<file path="src/common/scb_pkg.sv">
package scb_pkg;

  // ==========================================================================
  // Timing
  localparam int CLK_PERIOD_NS = 40;
  localparam int SCK_PERIOD_NS = 320;
  localparam int SCK_HALF_CYC  = ((SCK_PERIOD_NS / 2) / CLK_PERIOD_NS < 1) ? 1 :
                                 (SCK_PERIOD_NS / 2) / CLK_PERIOD_NS;

  // ==========================================================================
  // Register file map
  localparam logic [6:0] RF_STATUS_ADDR = 7'h28;
  localparam logic [6:0] RF_WAIT_ADDR   = 7'h2a;

  // ==========================================================================
  // Field positions
  localparam int STAT_SF8_BIT  = 3;
  localparam int STAT_SF9_BIT  = 2;
  localparam int STAT_SSTT_BIT = 1;
  localparam int STAT_BSY_BIT  = 0;
  localparam int WAIT_ACK_BIT  = 3;
  localparam int WAIT_NWT_BIT  = 2;
  localparam int WAIT_WRQ_LSB  = 0;

  // ==========================================================================
  // Reset values and counts
  localparam logic [3:0] STATUS_RESET = 4'h0;
  localparam logic [3:0] WAIT_RESET   = 4'h0;
  localparam logic [3:0] CNT_INIT     = 4'h0;
  localparam logic [3:0] CNT_WRAP     = 4'h1;
  localparam logic [3:0] CNT_EIGHT    = 4'h8;
  localparam logic [3:0] CNT_NINE     = 4'h9;

  // ==========================================================================
  // Wait request codes
  localparam logic [1:0] WRQ_NONE = 2'h0;
  localparam logic [1:0] WRQ_DATA = 2'h1;
  localparam logic [1:0] WRQ_ACK  = 2'h2;
  localparam logic [1:0] WRQ_ADDR = 2'h3;

  // ==========================================================================
  // Carriers
  typedef struct packed {
    logic count_eight_flag;
    logic count_nine_flag;
    logic start_seen_flag;
    logic bus_busy_flag;
  } scb_status_s;

  typedef struct packed {
    logic       acknowledge_bit;
    logic       wait_release_flag;
    logic [1:0] wait_request;
  } scb_wait_s;

  typedef struct packed {
    logic protocol_select;
    logic clock_source_select;
    logic transmit_select;
  } scb_mode_s;

endpackage

</file>
<file path="src/rtl/scb_sync.sv">
`timescale 1ns/100ps
module scb_sync
  import scb_pkg::*;
(
  input  wire logic mclk,
  input  wire logic nrst,
  input  wire logic pin_in,
  output logic      lvl_out
);

  logic meta_q;

  // ==========================================================================
  // Two-stage synchroniser, idle high
  always_ff @(posedge mclk or negedge nrst) begin
    if (!nrst) begin
      meta_q  <= 1'b1;
      lvl_out <= 1'b1;
    end else begin
      meta_q  <= pin_in;
      lvl_out <= meta_q;
    end
  end

endmodule // scb_sync

</file>
<file path="src/rtl/scb_edge.sv">
`timescale 1ns/100ps
module scb_edge
  import scb_pkg::*;
(
  input  wire logic mclk,
  input  wire logic nrst,
  input  wire logic lvl,
  output logic      rise,
  output logic      fall
);

  logic prev_q;

  // ==========================================================================
  // Edge finder on a synchronised level
  always_ff @(posedge mclk or negedge nrst) begin
    if (!nrst) begin
      prev_q <= 1'b1;
    end else begin
      prev_q <= lvl;
    end
  end

  assign rise = lvl & ~prev_q;
  assign fall = ~lvl & prev_q;

endmodule // scb_edge

</file>
<file path="src/rtl/scb_core.sv">
// Operation
// - Counter starts at 0, steps by one per counted shift clock rise.
// - After 9 the next rise wraps the counter to 1.
// - Bus mode: counter clears on reset, stop, start condition, leaving bus mode.
// - Serial mode: counter clears on reset, stop, wait write, entering bus mode.
// - Read-only status register at 28H: eight, nine, start, busy flags.
// - Bus mode: busy sets on start condition, clears on stop condition.
// - Serial mode forces busy to 0 until bus mode returns.
// - Bus mode: start-seen sets on start, clears when counter becomes 9.
// - Nine flag sets at count 9, clears at count 0 or 1.
// - Eight flag sets at count 8, clears at count 0 or 1.
// - Wait register: ack, release, two request bits; cleared by reset and stop.
// - While waiting, counter and shift register see no shift clock.
// - Codes: none, fall at 8, fall at 9, first fall at 8 after start.
// - Internal serial clock stops high at count 8 or 9.
// - Bus slave wait drives the clock line low; none without a request.
// - Writing 1 to release leaves wait; the wait point waits again.
// - Bus master holds its generated clock low while waiting at a wait point.
// - Internal serial: wait write restarts count; no-wait runs clock continuously.
// - External serial clock: counting and shifting stop at the wait point.
// - Release flag reads back whether the interface is waiting.
// - Protocol select 0 is serial mode, 1 is two-wire bus mode.
// - Clock source select: slave or master, external or internal clock.
// - Writing 0 to release forces an immediate wait.
`timescale 1ns/100ps
module scb_core
  import scb_pkg::*;
#(
  parameter int HALF_CYC = SCK_HALF_CYC
) (
  input  wire logic       mclk,
  input  wire logic       nrst,
  input  wire logic       stop_clk,
  input  wire scb_mode_s  mode,
  input  wire logic [6:0] rf_addr,
  input  wire logic       rf_wr,
  input  wire logic [3:0] rf_wdata,
  output logic [3:0]      rf_rdata,
  input  wire logic       scl_in,
  output logic            scl_out,
  output logic            scl_oe,
  input  wire logic       sda_in,
  output logic            sda_out,
  output logic            sda_oe,
  output logic            shift_rise,
  output logic            shift_fall
);

  // ==========================================================================
  // Pin synchronisers and edge finders
  logic scl_s;
  logic sda_s;
  logic pin_rise;
  logic pin_fall;
  logic sda_rise;
  logic sda_fall;

  scb_sync u_sync_scl (
    .mclk    (mclk),
    .nrst    (nrst),
    .pin_in  (scl_in),
    .lvl_out (scl_s)
  );

  scb_sync u_sync_sda (
    .mclk    (mclk),
    .nrst    (nrst),
    .pin_in  (sda_in),
    .lvl_out (sda_s)
  );

  scb_edge u_edge_scl (
    .mclk (mclk),
    .nrst (nrst),
    .lvl  (scl_s),
    .rise (pin_rise),
    .fall (pin_fall)
  );

  scb_edge u_edge_sda (
    .mclk (mclk),
    .nrst (nrst),
    .lvl  (sda_s),
    .rise (sda_rise),
    .fall (sda_fall)
  );

  // ==========================================================================
  // State
  logic [3:0]  cnt_q, cnt_d;
  scb_status_s stat_q, stat_d;
  scb_wait_s   wait_q, wait_d;
  logic        prot_q, prot_d;
  logic        arm_q, arm_d;
  logic        gen_q, gen_d;
  logic [7:0]  div_q, div_d;
  logic        ackph_q, ackph_d;
  logic [3:0]  rdata_q, rdata_d;
  logic        scl_out_q, scl_out_d;
  logic        scl_oe_q, scl_oe_d;
  logic        sda_oe_q, sda_oe_d;
  logic        srise_q, srise_d;
  logic        sfall_q, sfall_d;

  // ==========================================================================
  // Decode of mode and events
  logic       bus;
  logic       int_gen;
  logic       sio_int;
  logic       waiting;
  logic       wr_wait;
  logic       start_det;
  logic       stop_det;
  logic       gen_tgl;
  logic       rise;
  logic       fall;
  logic       cnt_clr;
  logic [3:0] cnt_inc;
  logic [3:0] wp_cnt;
  logic       wp;

  always_comb begin
    bus       = mode.protocol_select;
    int_gen   = mode.clock_source_select;
    sio_int   = ~bus & int_gen;
    waiting   = ~wait_q.wait_release_flag;
    wr_wait   = rf_wr && (rf_addr == RF_WAIT_ADDR);
    start_det = scl_s & sda_fall;
    stop_det  = scl_s & sda_rise;
    gen_tgl   = int_gen && !waiting && (div_q == 8'(HALF_CYC - 1));
    // Shift clock gated while waiting
    rise      = ~waiting & (int_gen ? (gen_tgl & ~gen_q) : pin_rise);
    fall      = ~waiting & (int_gen ? (gen_tgl & gen_q) : pin_fall);
    cnt_inc   = (cnt_q == CNT_NINE) ? CNT_WRAP : 4'(cnt_q + 4'h1);
    cnt_clr   = stop_clk | (bus & start_det) | (prot_q != bus)
              | (~bus & wr_wait);
    wp_cnt    = (wait_q.wait_request == WRQ_DATA) ? CNT_EIGHT : CNT_NINE;
    // Wait point per request code
    if (wait_q.wait_request == WRQ_NONE) begin
      wp = 1'b0;
    end else if (wait_q.wait_request == WRQ_ADDR) begin
      wp = bus & fall & arm_q & (cnt_q == CNT_EIGHT);
    end else if (sio_int) begin
      wp = rise & (cnt_inc == wp_cnt);
    end else begin
      wp = fall & (cnt_q == wp_cnt);
    end
  end

  // ==========================================================================
  // Counter, status flags and wait register
  always_comb begin
    cnt_d  = cnt_q;
    stat_d = stat_q;
    wait_d = wait_q;
    prot_d = bus;
    arm_d  = arm_q;
    if (cnt_clr) begin
      cnt_d = CNT_INIT;
    end else if (rise) begin
      cnt_d = cnt_inc;
    end
    if (cnt_d == CNT_EIGHT) begin
      stat_d.count_eight_flag = 1'b1;
    end else if (cnt_d <= CNT_WRAP) begin
      stat_d.count_eight_flag = 1'b0;
    end
    if (cnt_d == CNT_NINE) begin
      stat_d.count_nine_flag = 1'b1;
    end else if (cnt_d <= CNT_WRAP) begin
      stat_d.count_nine_flag = 1'b0;
    end
    if (!bus) begin
      stat_d.bus_busy_flag   = 1'b0;
      stat_d.start_seen_flag = 1'b0;
    end else begin
      if (start_det) begin
        stat_d.bus_busy_flag = 1'b1;
      end else if (stop_det) begin
        stat_d.bus_busy_flag = 1'b0;
      end
      if (start_det) begin
        stat_d.start_seen_flag = 1'b1;
      end else if (cnt_d == CNT_NINE && cnt_q != CNT_NINE) begin
        stat_d.start_seen_flag = 1'b0;
      end
    end
    // Address wait arms on start, fires once
    if (bus & start_det) begin
      arm_d = 1'b1;
    end else if (wp && wait_q.wait_request == WRQ_ADDR) begin
      arm_d = 1'b0;
    end
    if (wr_wait) begin
      wait_d = scb_wait_s'(rf_wdata);
    end
    if (bus & mode.transmit_select & rise & (cnt_inc == CNT_NINE)) begin
      wait_d.acknowledge_bit = sda_s;
    end
    if (wp) begin
      wait_d.wait_release_flag = 1'b0;
    end
    if (stop_clk) begin
      wait_d = scb_wait_s'(WAIT_RESET);
      arm_d  = 1'b0;
    end
  end

  // ==========================================================================
  // Shift clock generator, pin drive and shift strobes
  always_comb begin
    div_d   = 8'h00;
    gen_d   = gen_q;
    ackph_d = ackph_q;
    if (!int_gen) begin
      gen_d = 1'b1;
    end else if (!waiting) begin
      div_d = gen_tgl ? 8'h00 : 8'(div_q + 8'h01);
      gen_d = gen_tgl ? ~gen_q : gen_q;
    end else begin
      div_d = div_q;
    end
    if (!bus || stop_clk) begin
      ackph_d = 1'b0;
    end else if (fall) begin
      ackph_d = (cnt_q == CNT_EIGHT);
    end
    if (bus && !int_gen) begin
      scl_oe_d  = waiting && (wait_q.wait_request != WRQ_NONE);
      scl_out_d = 1'b0;
    end else if (bus) begin
      scl_oe_d  = ~gen_d;
      scl_out_d = 1'b0;
    end else begin
      scl_oe_d  = int_gen;
      scl_out_d = gen_d;
    end
    sda_oe_d = bus & ~mode.transmit_select & ackph_d & ~wait_q.acknowledge_bit;
    srise_d  = rise & (~bus | (cnt_d != CNT_NINE & cnt_d != CNT_INIT));
    sfall_d  = fall & (~bus | (cnt_q != CNT_NINE & cnt_q != CNT_INIT));
    if (rf_addr == RF_STATUS_ADDR) begin
      rdata_d = stat_q;
    end else if (rf_addr == RF_WAIT_ADDR) begin
      rdata_d = wait_q;
    end else begin
      rdata_d = 4'h0;
    end
  end

  // ==========================================================================
  // Registers
  always_ff @(posedge mclk or negedge nrst) begin
    if (!nrst) begin
      cnt_q     <= CNT_INIT;
      stat_q    <= scb_status_s'(STATUS_RESET);
      wait_q    <= scb_wait_s'(WAIT_RESET);
      prot_q    <= 1'b0;
      arm_q     <= 1'b0;
      gen_q     <= 1'b1;
      div_q     <= 8'h00;
      ackph_q   <= 1'b0;
      rdata_q   <= 4'h0;
      scl_out_q <= 1'b1;
      scl_oe_q  <= 1'b0;
      sda_oe_q  <= 1'b0;
      srise_q   <= 1'b0;
      sfall_q   <= 1'b0;
    end else begin
      cnt_q     <= cnt_d;
      stat_q    <= stat_d;
      wait_q    <= wait_d;
      prot_q    <= prot_d;
      arm_q     <= arm_d;
      gen_q     <= gen_d;
      div_q     <= div_d;
      ackph_q   <= ackph_d;
      rdata_q   <= rdata_d;
      scl_out_q <= scl_out_d;
      scl_oe_q  <= scl_oe_d;
      sda_oe_q  <= sda_oe_d;
      srise_q   <= srise_d;
      sfall_q   <= sfall_d;
    end
  end

  assign rf_rdata   = rdata_q;
  assign scl_out    = scl_out_q;
  assign scl_oe     = scl_oe_q;
  assign sda_out    = 1'b0;
  assign sda_oe     = sda_oe_q;
  assign shift_rise = srise_q;
  assign shift_fall = sfall_q;
endmodule // scb_core

</file>
<file path="config.mk">
export PLATFORM = sky130hd
export DESIGN_NAME = scb_core
export DESIGN_NICKNAME = d
export VERILOG_FILES = /design/src/common/scb_pkg.sv /design/src/rtl/scb_sync.sv /design/src/rtl/scb_edge.sv /design/src/rtl/scb_core.sv
export SDC_FILE = /design/constraint.sdc
export NUM_CORES = 1
export LEC_CHECK = 0
export BUFFER_PORTS_ARGS = -buffer_cell sky130_fd_sc_hd__buf_2
export CORE_UTILIZATION = 40
export DETAILED_ROUTE_END_ITERATION = 8
export PLACE_DENSITY_LB_ADDON = 0.3
export SETUP_SLACK_MARGIN = 0.4
export SLEW_MARGIN = 30
export SYNTH_ARGS = -nofsm -noshare
export SYNTH_HDL_FRONTEND = slang
export SYNTH_SLANG_ARGS = --single-unit
</file>
<file path="constraint.sdc">
create_clock -name mclk -period 7 [get_ports mclk]
set_clock_uncertainty 0.05 [all_clocks]
set_input_delay 1.4 -clock mclk [delete_from_list [all_inputs] [get_ports mclk]]
set_output_delay 1.4 -clock mclk [all_outputs]
set_load 0.03 [all_outputs]
</file>
==> flow_summary.yaml, run 1 <==
hold_path:
  min_path_type: "register to register"
  min_to: "u_sync_scl.lvl_out$_DFF_PN1_"
  min_from: "u_sync_scl.meta_q$_DFF_PN1_"
  worstHoldPathCells: 0
power_and_ir_drop:
  powerDensity_nw_per_um2: 207
  seqPwrFrac_pct: 48.3
  p_leak_uw: 0.00105
  comb_power_share_pct: 5.0
  internal_power_uw: 381
  switchingPower_uw: 100
  ir_worst_vdd_mv: 0.155
  p_sw_share_pct: 20.8
  p_clk_share_pct: 46.7
grt:
  grt_usage_pct: 17.6
  antenna_found_initial: 0
  grt_pass1_wl_mm: 6.98
  grt_max_degree: 40
  grt_pass1_vias: 1429
  grt_overflow: 0
clocking:
  cts_tree: "built"
  htreeDepth: 2
  numCtsBuffers: 5
  hold_buffers: 0
  clk_pin_slew_ns: 0.07
  cts.sinks: 39
  clockRootBuffer: "clkbuf_8"
  post-cts-setup-buffers: 0
  cts.repair.resized: 0
  worstSkewPairLatency_ns: 0.30
  clock_path_buffers: 2
floorplanning:
  start_util_pct: 42.2
  dieArea_um2: 5340
  num_rows: 25
  ioPinCount: 30
  dieWidth_um: 73.1
  core_area_um2: 4790
  die_h_um: 73.1
detailed_routing:
  wl_per_cell_um: 14.0
  via_per_inst: 5.23
  route.detailed.drc: 0
  vias: 1560
  drt_wl_total_mm: 4.16
  drt_iter0_markers: 112
  drt_first_pass_iters: 4
  final_antenna_net_count: 0
cells_and_area:
  multi_input_area_um2: 966
  most-common-layout-cells: "dfrtp_1, buf_2, nor2_1, nand2_1, o21ai_0"
  finalNonFillerCells: 298
  syn_to_final_growth_pct: 15.4
  num-nets-final: 253
  final_common_cell: "dfrtp_1"
  drive_gt1_share_pct: 22.5
  diodes: 0
  seqCellArea_um2: 986
  fillers: 460
synth:
  synth_cell_type_count: 53
  synth-seq-cells: 39
  syn_inst: 207
  syn_nets: 230
  syn_avg_cell_area_um2: 9.76
  synth_area_um2: 2020
  async_reset_ff_share_pct: 100
  yosys_warnings: 0
  synth_edf_count: 0
  synth_seq_area_share_pct: 48.8
  yosys_most_used_dff: "dfrtp_1"
worst_setup_path:
  r2r_start: "div_q[3]$_DFFE_PN0P_"
  cp-end-kind: "register"
  ff2ff_path_depth: 8
  critical_path_class: "input port to register"
  required_ns: 7.14
  critPathLaunchType: "input port"
  r2r-end: "stat_q[2]$_DFFE_PN0P_"
  rrSetupSlack_ns: 4.47
  cp_max_fo: 11
  cp.arrival_ns: 3.23
job:
  max_cap_violations: 0
placement:
  gp_congestion: 0.893
  port_buffers: 28
  hpwl_mm: 2.91
  placedCellCount: 290
outcome:
  status: "finished clean"
timing:
  setup_viol: 0
  rsz0062_at_grt: "no"
  slew_headroom_pct: 47.0
  period_share_pct: 44.2
  finalHoldViolations: 0
  fmax_mhz: 324
  worst_slew_pin_slew_ns: 0.791
  finalSetupTns_ns: 0
  fin_crit_ns: 3.09
  drv_slew: 0
per-layer routing:
| layer | GRT usage [%] | routed length, um |
|---|---|---|
| met1 | 24.8 | 2090 |
| met2 | 24.7 | 1790 |
| met3 | 4.83 | 199 |
| met4 | 8.71 | 80 |
| met5 | 0 | 0 |
synthesized netlist by cell type, types with 2 or more instances:
library cell / n / area share, %
a31oi_1: 3 / 0.93
or2_2: 3 / 0.93
nand3b_1: 3 / 1.1
dfstp_2: 8 / 10
xor2_1: 2 / 0.87
o21ai_0: 15 / 3.7
dfrtp_1: 31 / 38
ha_1: 3 / 1.9
nand4b_1: 2 / 0.87
nand2_1: 17 / 3.2
o211ai_1: 2 / 0.74
nor4_1: 2 / 0.62
inv_1: 5 / 0.93
buf_2: 4 / 0.99
nor3_1: 2 / 0.50
and3_1: 2 / 0.62
nor2_1: 21 / 3.9
mux2i_1: 8 / 4.0
a21o_1: 4 / 1.5
o22ai_1: 2 / 0.62
nand4_1: 3 / 0.93
o31ai_1: 4 / 1.5
a21oi_1: 6 / 1.5
nand3_1: 6 / 1.5
a211oi_1: 2 / 0.74
nor2b_1: 7 / 2.2
nor3b_1: 4 / 1.5
clkbuf_1: 7 / 1.3
a211o_1: 2 / 0.87
nand2b_1: 4 / 1.2
metrics by stage:
| stage | instance area, um2 | hold WS, ns | total power [uW] | util, % | worst slack [ns] |
|---|---|---|---|---|---|
| floorplan | 2020 | 0.295 | 248 | - | 3.75 |
| global route | 2330 | 0.313 | 498 | 48.7 | 3.76 |
| CTS | 2330 | 0.308 | 485 | 48.6 | 3.90 |
| detailed placement | 2190 | 0.297 | 261 | 45.9 | 3.58 |
| finish | 2330 | 0.307 | 481 | 48.7 | 3.91 |
| global placement | 2190 | 0.296 | 261 | 45.8 | 3.61 |
final cells by class:
cell class                      instances  area share, %
Multi-Input combinational cell        151           41.5
Clock buffer                            6           3.11
Sequential cell                        39           42.3
Tap cell                               67           3.60
Clock inverter                          2           2.58
Timing Repair Buffer                   28           6.12
Inverter                                5          0.806
power groups by stage:
stage | Combinational (uW) | Sequential [uW] | Clock (uW)
6_report | 23.8 | 233 | 225
3_5_place_dp | 24.2 | 237 | 0
5_1_grt | 26.5 | 233 | 239
2_1_floorplan | 10.2 | 238 | 0
4_1_cts | 24.2 | 233 | 229
3_3_place_gp | 24.1 | 237 | 0
logic make-up after synthesis:
family                   synth area share [%]
AO/OA/AOI/OAI                            15.7
XOR/XNOR                                 1.30
adder cells (fa/ha/maj)                  1.86
buffers and inverters                    3.59
flip-flops                               48.8
multiplexers                             5.20
other                                   0.186
AND/OR/NAND/NOR                          23.4
sequential cells by signal, indices dropped and copies added, names as in the netlist:
signal / count
stat_q: 4
wait_q: 4
u_sync_scl.lvl_out: 1
ackph_q: 1
rf_rdata: 4
div_q: 8
u_edge_sda.prev_q: 1
shift_rise: 1
cnt_q: 4
u_sync_sda.lvl_out: 1
gen_q: 1
sda_oe: 1
prot_q: 1
shift_fall: 1
scl_out: 1
scl_oe: 1
u_edge_scl.prev_q: 1
u_sync_sda.meta_q: 1
arm_q: 1
u_sync_scl.meta_q: 1
critical path, cell delays in order:
cell and delay, ns:
buf_2 0.17, nand2_1 0.07, nor4_1 0.36, ha_1 0.21, nand2_1 0.10, a21o_1 0.24, a211o_1 0.34, o21bai_1 0.17
o21ba_1 0.16
worst max-delay path by stage:
stage,from,endpoint,slack [ns],depth (start not counted)
floorplan,mode[1],stat_q[2]$_DFFE_PN0P_,3.75,9
global placement,mode[1],stat_q[2]$_DFFE_PN0P_,3.61,9
detailed placement,mode[1],stat_q[2]$_DFFE_PN0P_,3.58,9
CTS,mode[1],stat_q[2]$_DFFE_PN0P_,3.90,9
global route,mode[1],stat_q[2]$_DFFE_PN0P_,3.76,9
finish,mode[1],stat_q[2]$_DFFE_PN0P_,3.91,9
Power figures use the tool's default switching activity.
==> inputs of run 2 (changes only) <==
Settings changed: ABC_AREA set to 1.
Clock period 7 ns to 2.8 ns, I/O delays scaled along.
==> flow_summary.yaml, run 2 <==
detailed_routing:
  drt_wl_total_mm: 3.82
  drt_iter0_markers: 65
  drt_first_pass_iters: 4
  wl_per_cell_um: 11.2
  via_per_inst: 4.73
  vias: 1618
  final_antenna_net_count: 0
  route.detailed.drc: 0
floorplanning:
  dieArea_um2: 5440
  die_h_um: 73.8
  core_area_um2: 4850
  num_rows: 25
  dieWidth_um: 73.8
  ioPinCount: 30
  start_util_pct: 42.5
placement:
  port_buffers: 28
  gp_congestion: 0.808
  hpwl_mm: 2.93
worst_setup_path:
  critPathLaunchType: "register"
  critical_path_class: "register to register"
  ff2ff_path_depth: 13
  r2r-end: "shift_rise$_DFF_PN0_"
  cp-end-kind: "register"
  rrSetupSlack_ns: 0.76
  r2r_start: "div_q[7]$_DFFE_PN0P_"
  path_cells: "nor3_1 > nand4_1 > nor2_1 > ha_1 > nand2_4 > nand2_8 > nand2_2 > nand2_2 > inv_2 > o21ai_1 > nand2_1 > nand2_1 > a21oi_1"
  cp_max_fo: 7
  path_buf_inv: 1
  critical_path.top_delay_family: "simple AND/OR/NAND/NOR gates"
  required_ns: 2.92
  cp_slowest_stage_delay_ns: 0.40
  critPathSlowestCell: "dfrtp_1"
  cp.arrival_ns: 2.15
grt:
  grt_max_degree: 40
  antenna_found_initial: 0
  grt_overflow: 0
  grt_pass1_vias: 1468
  grt_pass1_wl_mm: 6.71
  grt_usage_pct: 16.6
cells_and_area:
  syn_to_final_growth_pct: 14.1
  regMostFlops: "div_q"
  seqCellArea_um2: 986
  utilization_pct: 48.5
  most-common-layout-cells: "nand2_1, inv_1, dfrtp_1, buf_2, nand3_1"
  largest_reg_flops: 8
  drive_gt1_share_pct: 28.4
  multi_input_area_um2: 900
  diodes: 0
  final_common_cell: "nand2_1"
  fillers: 473
  num-nets-final: 297
synth:
  synth_edf_count: 0
  synth_area_leader_cell: "dfrtp_1"
  yosys_warnings: 0
  synth_seq_area_share_pct: 47.9
  async_reset_ff_share_pct: 100
  synth_area_um2: 2060
  synth-seq-cells: 39
  syn_inst: 242
  syn_nets: 265
  synth.most_common_cell: "nand2_1"
  synth_cell_type_count: 33
  synth_top_area_share_pct: 37.7
  yosys_most_used_dff: "dfrtp_1"
  syn_avg_cell_area_um2: 8.51
  yosys-top-cells-area: "dfrtp_1, dfstp_2, nand2_1"
  netlist_top_cells_count: "nand2_1, inv_1, dfrtp_1"
timing:
  drv_slew: 0
  slew_headroom_pct: 66.9
  setup_viol: 0
  finalSetupTns_ns: 0
  fmax_mhz: 490
  fin_crit_ns: 2.04
  worst_slew_pin_slew_ns: 0.493
  finalHoldViolations: 0
  rsz0062_at_grt: "no"
  period_share_pct: 72.8
clocking:
  cts.sinks: 39
  clockRootBuffer: "clkbuf_8"
  cts_tree: "built"
  clock_path_buffers: 2
  clk_pin_slew_ns: 0.07
  numCtsBuffers: 5
  hold_buffers: 0
  worstSkewPairLatency_ns: 0.29
  htreeDepth: 2
  post-cts-setup-buffers: 0
  cts.repair.resized: 0
power_and_ir_drop:
  p_leak_uw: 0.00120
  ir_worst_vdd_mv: 0.300
  powerDensity_nw_per_um2: 431
job:
  max_cap_violations: 0
outcome:
  status: "finished clean"
hold_path:
  min_path_type: "input port to async pin"
-- run 2: worst max path at each step --
| stage | depth (start not counted) | from | slack (ns) | end |
|---|---|---|---|---|
| floorplan | 14 | div_q[0]$_DFFE_PN0P_ | 0.97 | stat_q[1]$_DFFE_PN0P_ |
| global placement | 13 | mode[1] | 0.76 | shift_rise$_DFF_PN0_ |
| detailed placement | 13 | mode[1] | 0.74 | stat_q[1]$_DFFE_PN0P_ |
| CTS | 13 | div_q[5]$_DFFE_PN0P_ | 0.75 | shift_rise$_DFF_PN0_ |
| global route | 13 | div_q[0]$_DFFE_PN0P_ | 0.50 | shift_rise$_DFF_PN0_ |
| finish | 13 | div_q[7]$_DFFE_PN0P_ | 0.76 | shift_rise$_DFF_PN0_ |
-- run 2: cell type report --
class / instances / area share, %
clock buffers: 5 / 2.93
clock inverters: 3 / 0.639
inverters: 41 / 6.55
multi-input cells: 159 / 38.3
flip-flops and latches: 39 / 42.0
well taps: 67 / 3.57
repair buffers: 28 / 6.07
-- run 2: logic make-up (layout without fill, tap and decap cells) --
logic type / Yosys count / after routing / share of synthesized area (%)
flip-flops: 39 / 39 / 47.9
AO/OA/AOI/OAI: 34 / 34 / 9.66
adder cells (fa/ha/maj): 3 / 3 / 1.82
AND/OR/NAND/NOR: 115 / 115 / 29.5
buffers and inverters: 44 / 77 / 8.44
XOR/XNOR: 6 / 6 / 2.55
other: 1 / 1 / 0.182
-- run 2: worst reg2reg max path, stage by stage, from the launching register on --
cell and delay [ns]:
dfrtp_1 0.40, nor3_1 0.22, nand4_1 0.13, nor2_1 0.16, ha_1 0.21, nand2_4 0.08, nand2_8 0.10, nand2_2 0.07
nand2_2 0.09, inv_2 0.05, o21ai_1 0.15, nand2_1 0.08, nand2_1 0.07, a21oi_1 0.07
-- run 2: stage by stage --
stage	cell area (um2)	hold WS [ns]	power [uW]	cells	setup slack (ns)
6_report	2350	0.170	1010	342	0.761
5_1_grt	2350	0.217	1060	342	0.500
3_5_place_dp	2260	0.298	659	334	0.744
2_1_floorplan	2060	0.214	625	242	0.974
3_3_place_gp	2260	0.296	658	334	0.756
4_1_cts	2350	0.298	1030	342	0.751
-- run 2: per-layer routing --
metal | wire, um | GRT usage, % | up-vias
met2 | 1740 | 24.3 | 27
met5 | 0 | 0 | -
li1 | - | - | 840
met4 | 76 | 6.41 | 0
met1 | 1880 | 23.2 | 743
met3 | 122 | 4.66 | 8
-- run 2: power breakdown --
| group | internal, uW | switching [uW] |
|---|---|---|
| Combinational | 20.8 | 44.5 |
| Clock | 170 | 195 |
| Sequential | 577 | 4.88 |
| Total | 768 | 244 |
